===== config.mk =====
export PLATFORM = sky130hd
export DESIGN_NAME = dsp_serial_top
export DESIGN_NICKNAME = d
export VERILOG_FILES = /design/src/dsp_pkg.sv /design/src/dsp_serial_top.sv
export SDC_FILE = /design/constraint.sdc
export NUM_CORES = 1
export LEC_CHECK = 0
export BUFFER_PORTS_ARGS = -buffer_cell sky130_fd_sc_hd__buf_4
export CAP_MARGIN = 10
export CORE_ASPECT_RATIO = 1.4
export CORE_MARGIN = 3
export CORE_UTILIZATION = 55
export CTS_BUF_LIST = sky130_fd_sc_hd__clkbuf_4 sky130_fd_sc_hd__clkbuf_8
export CTS_CLUSTER_SIZE = 8
export DETAILED_ROUTE_END_ITERATION = 12
export PLACE_DENSITY = 0.72
export SYNTH_ARGS = -nofsm -noshare
export SYNTH_HDL_FRONTEND = slang
export SYNTH_SLANG_ARGS = --single-unit

===== constraint.sdc =====
create_clock -name core_clk -period 2.1 [get_ports core_clk]
set_input_delay 0.315 -clock core_clk [delete_from_list [all_inputs] [get_ports core_clk]]
set_output_delay 0.315 -clock core_clk [all_outputs]
set_load 0.01 [all_outputs]

===== src/dsp_pkg.sv =====
package dsp_pkg;
    // Register map, word index on the plain port
    localparam int ADDR_W = 3;
    localparam logic [2:0] OFS_CTRL_A = 3'h0;
    localparam logic [2:0] OFS_BUF_A  = 3'h1;
    localparam logic [2:0] OFS_CTRL_B = 3'h2;
    localparam logic [2:0] OFS_BUF_B  = 3'h3;
    localparam logic [2:0] OFS_RATE   = 3'h4;

    // Control register fields
    localparam int CTL_MODE_HI = 7;
    localparam int CTL_MODE_LO = 6;
    localparam int CTL_MP      = 5;
    localparam int CTL_RXEN    = 4;
    localparam int CTL_TX9     = 3;
    localparam int CTL_RX9     = 2;
    localparam int CTL_TXF     = 1;
    localparam int CTL_RXF     = 0;

    // Rate register fields
    localparam int RATE_DOUBLE = 0;
    localparam int RATE_TX_T2A = 1;
    localparam int RATE_RX_T2A = 2;
    localparam int RATE_TX_T2B = 3;
    localparam int RATE_RX_T2B = 4;

    localparam logic [7:0] CTRL_RST = 8'h00;
    localparam logic [4:0] RATE_RST = 5'h00;

    // Timing counts in oscillator cycles or 16x ticks
    localparam logic [3:0] PHASE_LAST   = 4'hb;
    localparam logic [3:0] PHASE_RISE   = 4'h6;
    localparam logic [3:0] PHASE_SAMPLE = 4'h8;
    localparam logic [1:0] PRE_SLOW     = 2'h3;
    localparam logic [3:0] SUB_LAST     = 4'hf;
    localparam logic [3:0] VOTE_A       = 4'h7;
    localparam logic [3:0] VOTE_B       = 4'h8;
    localparam logic [3:0] VOTE_DECIDE  = 4'h9;
    localparam logic [3:0] MODE0_LAST   = 4'h7;
    localparam logic [3:0] LAST_BIT_10  = 4'h9;
    localparam logic [3:0] LAST_BIT_11  = 4'ha;

    typedef enum logic [1:0] {
        MODE_SHIFT   = 2'b00,
        MODE_ASYNC10 = 2'b01,
        MODE_FIX11   = 2'b10,
        MODE_VAR11   = 2'b11
    } dsp_mode_t;

    typedef struct packed {
        logic [2:0] addr;
        logic [7:0] wdata;
        logic       wr;
        logic       rd;
    } dsp_bus_t;

    typedef struct packed {
        logic txPin;
        logic rxOut;
        logic rxDriveN;
    } dsp_pins_t;

    typedef struct packed {
        logic [7:0]  ctrl;
        logic [7:0]  rxHold;
        logic [10:0] txShift;
        logic [3:0]  txCnt;
        logic [3:0]  txSub;
        logic        txBusy;
        logic [8:0]  rxShift;
        logic [3:0]  rxCnt;
        logic [3:0]  rxSub;
        logic        rxBusy;
        logic [1:0]  votes;
        logic [1:0]  rxSync;
        logic        rxPrev;
        dsp_pins_t   pins;
    } dsp_port_t;

    typedef struct packed {
        dsp_port_t [1:0] port;
        logic [4:0]      rate;
        logic [3:0]      phase;
        logic [1:0]      pre;
        logic            t1Half;
        logic [7:0]      rdData;
    } dsp_state_t;
endpackage


===== src/dsp_serial_top.sv =====
// Added by the designer: the placing of the registers and the strobed register port.
`timescale 1ns/1ps
module dsp_serial_top (
    // Clock and reset
    input  wire logic                 core_clk,
    input  wire logic                 rst,
    // Register port
    input  wire dsp_pkg::dsp_bus_t    busReq,
    output logic [7:0]                rdData,
    // Rate sources, same clock
    input  wire logic                 timer1Ovf,
    input  wire logic                 timer2Ovf,
    // Line pins, one per port
    input  wire logic [1:0]           rxdIn,
    output dsp_pkg::dsp_pins_t [1:0]  pinOut
);
    import dsp_pkg::*;

    dsp_state_t s;
    dsp_state_t n;

    function automatic logic rateTick(dsp_mode_t m, logic useT2, logic dbl,
                                      logic t1, logic t2, logic half,
                                      logic [1:0] pre);
        if (m == MODE_FIX11) begin
            return dbl ? pre[0] : (pre == PRE_SLOW);
        end
        if (useT2) begin
            return t2;
        end
        return t1 & (dbl | half);
    endfunction

    always_comb begin
        dsp_port_t p;
        dsp_mode_t m;
        logic      txTick;
        logic      rxTick;
        logic      bitVal;
        logic      done;
        logic      accept;
        logic      ctlWr;
        logic      bufWr;
        logic [7:0] rxData;
        logic      rxNinth;
        logic [3:0] lastBit;
        p = '0;
        m = MODE_SHIFT;
        txTick = 1'b0;
        rxTick = 1'b0;
        bitVal = 1'b0;
        done = 1'b0;
        accept = 1'b0;
        ctlWr = 1'b0;
        bufWr = 1'b0;
        rxData = 8'h00;
        rxNinth = 1'b0;
        lastBit = 4'h0;
        n = s;
        n.phase = (s.phase == PHASE_LAST) ? 4'h0 : s.phase + 4'h1;
        n.pre = s.pre + 2'h1;
        if (timer1Ovf) begin
            n.t1Half = ~s.t1Half;
        end
        if (busReq.wr && busReq.addr == OFS_RATE) begin
            n.rate = busReq.wdata[4:0];
        end
        for (int i = 0; i < 2; i++) begin
            p = s.port[i];
            ctlWr = busReq.wr && busReq.addr == (i == 0 ? OFS_CTRL_A : OFS_CTRL_B);
            bufWr = busReq.wr && busReq.addr == (i == 0 ? OFS_BUF_A : OFS_BUF_B);
            m = dsp_mode_t'(s.port[i].ctrl[CTL_MODE_HI:CTL_MODE_LO]);
            txTick = rateTick(m, s.rate[i == 0 ? RATE_TX_T2A : RATE_TX_T2B],
                              s.rate[RATE_DOUBLE], timer1Ovf, timer2Ovf,
                              s.t1Half, s.pre);
            rxTick = rateTick(m, s.rate[i == 0 ? RATE_RX_T2A : RATE_RX_T2B],
                              s.rate[RATE_DOUBLE], timer1Ovf, timer2Ovf,
                              s.t1Half, s.pre);
            lastBit = (m == MODE_ASYNC10) ? LAST_BIT_10 : LAST_BIT_11;
            p.rxSync = {s.port[i].rxSync[0], rxdIn[i]};
            p.rxPrev = s.port[i].rxSync[1];
            if (ctlWr) begin
                p.ctrl = busReq.wdata;
            end

            // Transmitter, independent of receiver
            // start on buffer write
            if (bufWr) begin
                p.txBusy = 1'b1;
                p.txSub = 4'h0;
                p.txCnt = 4'h0;
                if (m == MODE_SHIFT) begin
                    p.txShift = {3'h7, busReq.wdata};
                end else begin
                    p.txShift = {1'b1,
                                 (m == MODE_ASYNC10) ? 1'b1 : s.port[i].ctrl[CTL_TX9],
                                 busReq.wdata, 1'b0};
                end
            end else if (s.port[i].txBusy) begin
                if (m == MODE_SHIFT) begin
                    // Low clock phase shown, so a rise will follow
                    if (s.phase < PHASE_RISE) begin
                        p.txSub = 4'h1;
                    end
                    // one bit per twelve cycles, never before a rise
                    if (s.phase == PHASE_LAST && s.port[i].txSub[0]) begin
                        p.txSub = 4'h0;
                        p.txShift = {1'b1, s.port[i].txShift[10:1]};
                        p.txCnt = s.port[i].txCnt + 4'h1;
                        if (s.port[i].txCnt == MODE0_LAST) begin
                            p.txBusy = 1'b0;
                            p.ctrl[CTL_TXF] = 1'b1;
                        end
                    end
                end else if (txTick) begin
                    p.txSub = s.port[i].txSub + 4'h1;
                    if (s.port[i].txSub == SUB_LAST) begin
                        p.txShift = {1'b1, s.port[i].txShift[10:1]};
                        p.txCnt = s.port[i].txCnt + 4'h1;
                        if (s.port[i].txCnt + 4'h1 == lastBit) begin
                            p.ctrl[CTL_TXF] = 1'b1;
                        end
                        if (s.port[i].txCnt == lastBit) begin
                            p.txBusy = 1'b0;
                        end
                    end
                end
            end

            // Receiver
            if (m == MODE_SHIFT) begin
                if (!s.port[i].rxBusy && s.port[i].ctrl[CTL_RXEN]
                    && !s.port[i].ctrl[CTL_RXF]) begin
                    p.rxBusy = 1'b1;
                    p.rxCnt = 4'h0;
                end else if (s.port[i].rxBusy && s.phase == PHASE_SAMPLE) begin
                    p.rxShift = {s.port[i].rxSync[1], s.port[i].rxShift[8:1]};
                    p.rxCnt = s.port[i].rxCnt + 4'h1;
                    if (s.port[i].rxCnt == MODE0_LAST) begin
                        p.rxBusy = 1'b0;
                        done = 1'b1;
                        rxData = p.rxShift[8:1];
                    end
                end
            end else if (!s.port[i].rxBusy) begin
                if (s.port[i].ctrl[CTL_RXEN] && s.port[i].rxPrev
                    && !s.port[i].rxSync[1]) begin
                    p.rxBusy = 1'b1;
                    p.rxSub = 4'h0;
                    p.rxCnt = 4'h0;
                end
            end else if (rxTick) begin
                p.rxSub = s.port[i].rxSub + 4'h1;
                if (s.port[i].rxSub == VOTE_A) begin
                    p.votes[0] = s.port[i].rxSync[1];
                end
                if (s.port[i].rxSub == VOTE_B) begin
                    p.votes[1] = s.port[i].rxSync[1];
                end
                if (s.port[i].rxSub == VOTE_DECIDE) begin
                    bitVal = (s.port[i].votes[0] & s.port[i].votes[1])
                           | (s.port[i].votes[0] & s.port[i].rxSync[1])
                           | (s.port[i].votes[1] & s.port[i].rxSync[1]);
                    if (s.port[i].rxCnt == 4'h0 && bitVal) begin
                        p.rxBusy = 1'b0;
                    end else if (s.port[i].rxCnt == lastBit) begin
                        p.rxBusy = 1'b0;
                        done = 1'b1;
                        if (m == MODE_ASYNC10) begin
                            rxData = s.port[i].rxShift[8:1];
                            rxNinth = bitVal;
                        end else begin
                            rxData = s.port[i].rxShift[7:0];
                            rxNinth = s.port[i].rxShift[8];
                        end
                    end else begin
                        if (s.port[i].rxCnt != 4'h0) begin
                            p.rxShift = {bitVal, s.port[i].rxShift[8:1]};
                        end
                        p.rxCnt = s.port[i].rxCnt + 4'h1;
                    end
                end
            end

            accept = done && !s.port[i].ctrl[CTL_RXF]
                     && (m == MODE_SHIFT || !s.port[i].ctrl[CTL_MP] || rxNinth);
            if (accept) begin
                p.rxHold = rxData;
                p.ctrl[CTL_RXF] = 1'b1;
                if (m != MODE_SHIFT) begin
                    p.ctrl[CTL_RX9] = rxNinth;
                end
            end

            // Pin drive, shift clock low in first half
            if (m == MODE_SHIFT) begin
                p.pins.txPin = ~((p.txBusy | p.rxBusy) && n.phase < PHASE_RISE);
                p.pins.rxOut = p.txShift[0];
                p.pins.rxDriveN = ~p.txBusy;
            end else begin
                p.pins.txPin = p.txBusy ? p.txShift[0] : 1'b1;
                p.pins.rxOut = 1'b1;
                p.pins.rxDriveN = 1'b1;
            end
            n.port[i] = p;
        end

        n.rdData = 8'h00;
        if (busReq.rd) begin
            unique case (busReq.addr)
                OFS_CTRL_A: n.rdData = s.port[0].ctrl;
                OFS_BUF_A:  n.rdData = s.port[0].rxHold;
                OFS_CTRL_B: n.rdData = s.port[1].ctrl;
                OFS_BUF_B:  n.rdData = s.port[1].rxHold;
                OFS_RATE:   n.rdData = {3'h0, s.rate};
                default:    n.rdData = 8'h00;
            endcase
        end
    end

    always_ff @(posedge core_clk) begin
        if (rst) begin
            s <= '0;
            s.port[0].ctrl <= CTRL_RST;
            s.port[1].ctrl <= CTRL_RST;
            s.port[0].rxSync <= 2'h3;
            s.port[1].rxSync <= 2'h3;
            s.port[0].rxPrev <= 1'b1;
            s.port[1].rxPrev <= 1'b1;
            s.port[0].pins <= 3'h7;
            s.port[1].pins <= 3'h7;
            s.rate <= RATE_RST;
        end else begin
            s <= n;
        end
    end

    assign rdData = s.rdData;
    generate
        for (genvar g = 0; g < 2; g++) begin : gPin
            assign pinOut[g] = s.port[g].pins;
        end
    endgenerate
endmodule


==> metrics, run 1 <==
CP max stage cell=or3_4; PD cells=577 mW/mm2; Post-synth EDFFs=0; I/O pin count=33; IO Port Bufs=32; Chip Width=106 um; Buf/Inv on CP=2; cell family with most CP delay=simple AND/OR/NAND/NOR gates; FF-to-FF End=s[132]; H-tree lvl count=4; Critical Path Start=s[15]; vias per inst=6.01; worst rel slew slack=60.9%; nets=1,104; failing checks=setup timing; reg2reg start=s[15]; Tot GR Track Use=27.0%; HPWL Detailed=14,500 um; clock-pin slew on the worst setup and hold paths=0.08 ns; RSZ-0062 raised after global routing=true; Core Region=0.0136 mm2; Mapped Nets=969; Clock Latency Late Sink=0.47 ns; crit path max fanout=8; DRT iter0 DRCs=545; Worst Min Path Start=rxdIn[0]; fin. max-slew vios=0; Synth Flop Type=dfxtp_1; vias in the first global route=7,023; n_diodes=0; Worst setup EP type=flop; die area=0.0156 mm2; Placer Congestion=0.933; Hold Crit Depth=2; Area contributors post-synth=dfxtp_1 (37%), mux2i_1 (6.7%), nand2_1 (5.0%); WL final=22,500 um; final antenna-violating net count=0; Clock Skew=0.0131 ns; WL/cell=17.8 um; filler instances=954; synthesized area=0.00775 mm2; fmax=439 MHz; Remaining DRCs=0; setup TNS=-3.36 ns; Finished Core Util=75.6%; largest net degree at the start of global routing=71; grt ovf=0; CTS root buf=clkbuf_8; Synth Register Bits=144; Avg Cell Area, Syn=8.30 um2; Ys Warns=0; final setup margin=-0.176 ns; Synth area leader=dfxtp_1; Critical Path, Cell by Cell=o21ai_2 -> buf_6 -> o211ai_1 -> nand4_1 -> or3_4 -> a21oi_4 -> buf_6 -> nor4_2 -> a31o_2; FF-to-FF setup slack=-0.18 ns; first-pass GRT wire length=33,900 um; reg2reg path depth=9; Yosys top cell area share=37.2%; crit path launch type=flop; Unique masters post-synth=72; top-count cell post-synth=dfxtp_1; slowest stage delay, CP=0.47 ns; area grow syn2layout=32.5%; post-route minimum period=2.28 ns; initial antenna violation count=0; TritonCTS Buffers=17; worst slew pin tran=0.587 ns; worst hold endpoint=n[25]; CP Class=flop to flop; Worst EP arrival=2.63 ns; Max rail drop VDD=0.000497 V; TritonCTS clock tree=built; HP Class=input port to flop; MaxCap Viol Count=0; most common library cells after synthesis=dfxtp_1 (144), nand2_1 (103), nor2_1 (96); leakage=0.00392 uW; Initial Utilization=57.1%; sequential area share after synthesis=37.2%; cell repeated most along the worst path=buf_6; final hold vios=0; # setup viols final=34; DRT Pass-1 Iters=5; Die Y=146 um; Post-synth ARST share=0%; Clock Sinks=144; layout cell share with drive strength beyond 1=34.8%; fin crit share=108%; CP required=2.45 ns; cell count after synthesis=933; status=finished with violations; via count=7,580; hold buffers post-CTS=0; Clock Tree Buf Depth=2; row count=50
where the power goes:
| group | leakage, uW | internal [uW] | switching [uW] | total (uW) |
|---|---|---|---|---|
| registers | 0.00117 | 2780 | 37.4 | 2820 |
| logic | 0.00252 | 262 | 335 | 597 |
| clock network | 0.000223 | 1440 | 1070 | 2510 |
area by class of cell:
cell class / count / area, um2 / area share [%]
inverters: 25 / 93.8 / 0.914
repair buffers: 188 / 1630 / 15.9
clock buffers: 20 / 256 / 2.50
multi-input cells: 692 / 4950 / 48.3
clock inverters: 11 / 189 / 1.84
flip-flops and latches: 144 / 2910 / 28.3
well taps: 182 / 228 / 2.22
layer usage:
metal,vias to the layer above,track usage [%],part of all wire (%)
met2,275,47.6,51
met1,3632,32.0,40
li1,3602,-,-
met4,0,11.5,4.0
met3,71,4.73,4.8
met5,-,0,0
cells in the final DEF (no fill, tap or decap), types with 18 or more instances in the layout:
cell type / synthesis / final
buf_6: 2 / 18
nor3_1: 26 / 18
inv_1: 25 / 21
nor2_1: 96 / 84
dfxtp_1: 144 / 131
mux2i_1: 52 / 49
nand2_1: 103 / 101
nor2b_1: 26 / 21
buf_4: 18 / 159
a21oi_1: 61 / 54
o21ai_0: 41 / 28
nand3_1: 22 / 20
timing repair:
action,CTS,global route
endpoints found under the setup margin,64,89
setup buffers,7,11
cloned,1,2
gates resized for setup,52,113
pin swaps,14,38
logic make-up (layout without fill, tap and decap cells):
| kind of cell | Yosys count | after routing | share of synthesized area, % |
|---|---|---|---|
| flops | 144 | 144 | 37.2 |
| xor+xnor | 16 | 16 | 1.81 |
| simple gates | 366 | 366 | 23.3 |
| buf+inv | 97 | 244 | 5.86 |
| fa+ha+maj | 19 | 19 | 3.02 |
| compound gates | 223 | 223 | 19.6 |
| mux | 68 | 68 | 9.19 |
sequential cells by signal, summed over array words and instances (netlist names):
signal  count
rdData      8
n           4
s         126
pinOut      6
how the worst max path moves through the flow:
| stage | endpoint | slack, ns | cells past startpoint |
|---|---|---|---|
| 2_1_floorplan | s[130] | -0.03 | 8 |
| 3_3_place_gp | s[132] | -0.21 | 8 |
| 3_5_place_dp | s[132] | -0.26 | 9 |
| 4_1_cts | s[132] | -0.09 | 8 |
| 5_1_grt | s[67] | -0.29 | 12 |
| 6_report | s[132] | -0.18 | 9 |
through the flow:
step | hold WS (ns) | setup slack, ns | instance area [um2] | cells | power (uW)
floorplan | 0.389 | -0.0310 | 7760 | 933 | 3170
global placement | 0.399 | -0.207 | 8960 | 1211 | 3390
detailed placement | 0.408 | -0.264 | 8960 | 1211 | 3390
CTS | 0.0159 | -0.0870 | 9670 | 1249 | 5870
global route | 0.0151 | -0.287 | 10300 | 1262 | 6100
finish | 0.0297 | -0.176 | 10300 | 1262 | 5920
No activity file was read; power rests on OpenSTA's default activity.
==> inputs of run 2 (changes only) <==
--- a/config.mk
+++ b/config.mk
@@ -9,11 +9,12 @@
 export CAP_MARGIN = 10
 export CORE_ASPECT_RATIO = 1.4
 export CORE_MARGIN = 3
-export CORE_UTILIZATION = 55
+export CORE_UTILIZATION = 51
 export CTS_BUF_LIST = sky130_fd_sc_hd__clkbuf_4 sky130_fd_sc_hd__clkbuf_8
 export CTS_CLUSTER_SIZE = 8
 export DETAILED_ROUTE_END_ITERATION = 12
-export PLACE_DENSITY = 0.72
+export MAX_ROUTING_LAYER = met4
+export PLACE_DENSITY = 0.68
 export SYNTH_ARGS = -nofsm -noshare
 export SYNTH_HDL_FRONTEND = slang
 export SYNTH_SLANG_ARGS = --single-unit
==> metrics, run 2 (synthesized netlist as in run 1, its figures left out) <==
HPWL Detailed=15,000 um (+3.8%); Clock Latency Late Sink=0.47 ns (about the same); CP required=2.46 ns (about the same); layout cell share with drive strength beyond 1=34.4% (-0.45 points); H-tree lvl count=4 (unchanged); nets=1,117 (+1.2%); crit path launch type=flop; Initial Utilization=52.9% (-4.1 points); IO Port Bufs=32 (unchanged); hold buffers post-CTS=0 (unchanged); Tot Pwr=5840 uW (-1.4%); vias in the first global route=6,974 (-0.70%); I/O pin count=33 (unchanged); status=finished with violations; crit path max fanout=8 (unchanged); TritonCTS Buffers=17 (unchanged); DRT iter0 DRCs=515 (-5.5%); WL/cell=17.2 um (-3.7%); DRT Pass-1 Iters=5 (unchanged); clock-pin slew on the worst setup and hold paths=0.08 ns (about the same); failing checks=setup timing; final antenna-violating net count=0 (unchanged); leakage=0.00397 uW (+1.3%); commonest non-fill, non-tap cell in the layout=buf_4; filler instances=1,125 (+18%); CTS root buf=clkbuf_8; PD cells=570 mW/mm2 (-1.3%); final setup margin=-0.224 ns (-0.0489 ns); Worst setup EP type=flop; n_diodes=0 (unchanged); fmax=430 MHz (-2.1%); worst rel slew slack=64.7% (+3.8 points); fin. max-slew vios=0 (unchanged); commonest cells after routing, fill and taps aside=buf_4 (173), dfxtp_1 (132), nand2_1 (101), nor2_1 (88), a21oi_1 (58); CP Class=flop to flop; HP Class=input port to flop; fin crit share=111% (+2.3 points); Max rail drop VDD=0.000401 V (-19%); TritonCTS clock tree=built; Clock Sinks=144 (unchanged); grt ovf=0 (unchanged); Core Region=0.0146 mm2 (+7.8%); via count=7,424 (-2.1%); initial antenna violation count=0 (unchanged); WL final=22,000 um (-2.1%); Worst EP arrival=2.68 ns (+0.05 ns); MaxCap Viol Count=0 (unchanged); final hold vios=0 (unchanged); RSZ-0062 raised after global routing=true; Clock Tree Buf Depth=2 (unchanged); Clock Skew=0.0153 ns (+0.00222 ns); worst slew pin tran=0.528 ns (-0.0587 ns); Remaining DRCs=0 (unchanged); vias per inst=5.79 (-3.7%); number of flip-flops in the largest register=126 (unchanged); Tot GR Track Use=26.6% (-0.40 points); Die Y=152 um (+3.7%); Finished Core Util=70.0% (-5.6 points); post-route minimum period=2.32 ns (+0.0489 ns); die area=0.0167 mm2 (+7.5%); largest net degree at the start of global routing=61 (-14%); Top reg by flops=s; first-pass GRT wire length=34,500 um (+1.9%); # setup viols final=45 (+32%); Chip Width=110 um (+3.6%); row count=52 (+4.0%); area grow syn2layout=32.4% (about the same); Placer Congestion=0.936 (+0.38%)
run 2: changes by cell type in the layout (fill, tap and decap cells not counted), sizes merged:
cell	before	now
bufinv	5	4
clkbuf	22	20
buf	186	200
clkinv	4	8
clkinvlp	2	0
or2	13	14
run 2: layout make-up:
cell class	count	area (um2)	area share, %
clock inverter	12	164	1.60
sequential	144	2900	28.3
clock buffer	20	269	2.62
inverter	25	93.8	0.915
tap	189	236	2.31
timing repair buffer	200	1680	16.3
multi-input combinational	693	4910	47.9
run 2: what timing repair did:
item	CTS	global route
gates resized for setup	99	60
setup buffers	16	10
cloned	3	0
endpoints found under the setup margin	65	83
pin swaps	47	42
run 2: where the power goes:
part	switching [uW]	internal, uW	total, uW
Clock	1090	1360	2450
Combinational	322	259	581
Sequential	34.0	2780	2820
Total	1440	4400	5840
run 2: critical path, stage by stage, from the launching register on:
cell and delay, ns:
dfxtp_2 0.33, buf_4 0.13, nor2b_1 0.20, mux2i_4 0.12, or3b_4 0.40, or3_4 0.40, a21oi_4 0.20, buf_8 0.17
nor4_2 0.05, a31o_2 0.22
run 2: per-layer routing:
layer  part of all wire, %  up-vias  GRT usage [%]  wire length [um]
li1                      -     3634              -                 -
met1                    41     3538           32.1              9060
met2                    50      199           42.4             11000
met3                   4.8       53           5.39              1050
met4                   4.2        0           12.0               935
met5                     0        -              -                 0
run 2: worst paths after layout:
kind | from | cells after the start | to | slack [ns]
hold reg to reg | n[25] | 1 | n[23] | 0.42
hold / removal | rxdIn[0] | 2 | n[25] | 0.03
setup / recovery | s[95] | 9 | s[132] | -0.22
setup reg to reg | s[95] | 9 | s[132] | -0.22
run 2: per-stage QoR:
stage / instances / hold WS, ns / setup WS [ns] / area [um2] / setup TNS, ns
after global routing: 1283 / 0.0159 / -0.358 / 10300 / -9.77
after detailed placement: 1226 / 0.399 / -0.283 / 9040 / -7.01
after floorplan: 933 / 0.389 / -0.0310 / 7760 / -0.148
final: 1283 / 0.0305 / -0.224 / 10300 / -3.92
after global placement: 1226 / 0.392 / -0.189 / 9040 / -5.17
after CTS: 1276 / 0.0110 / -0.217 / 9990 / -4.33
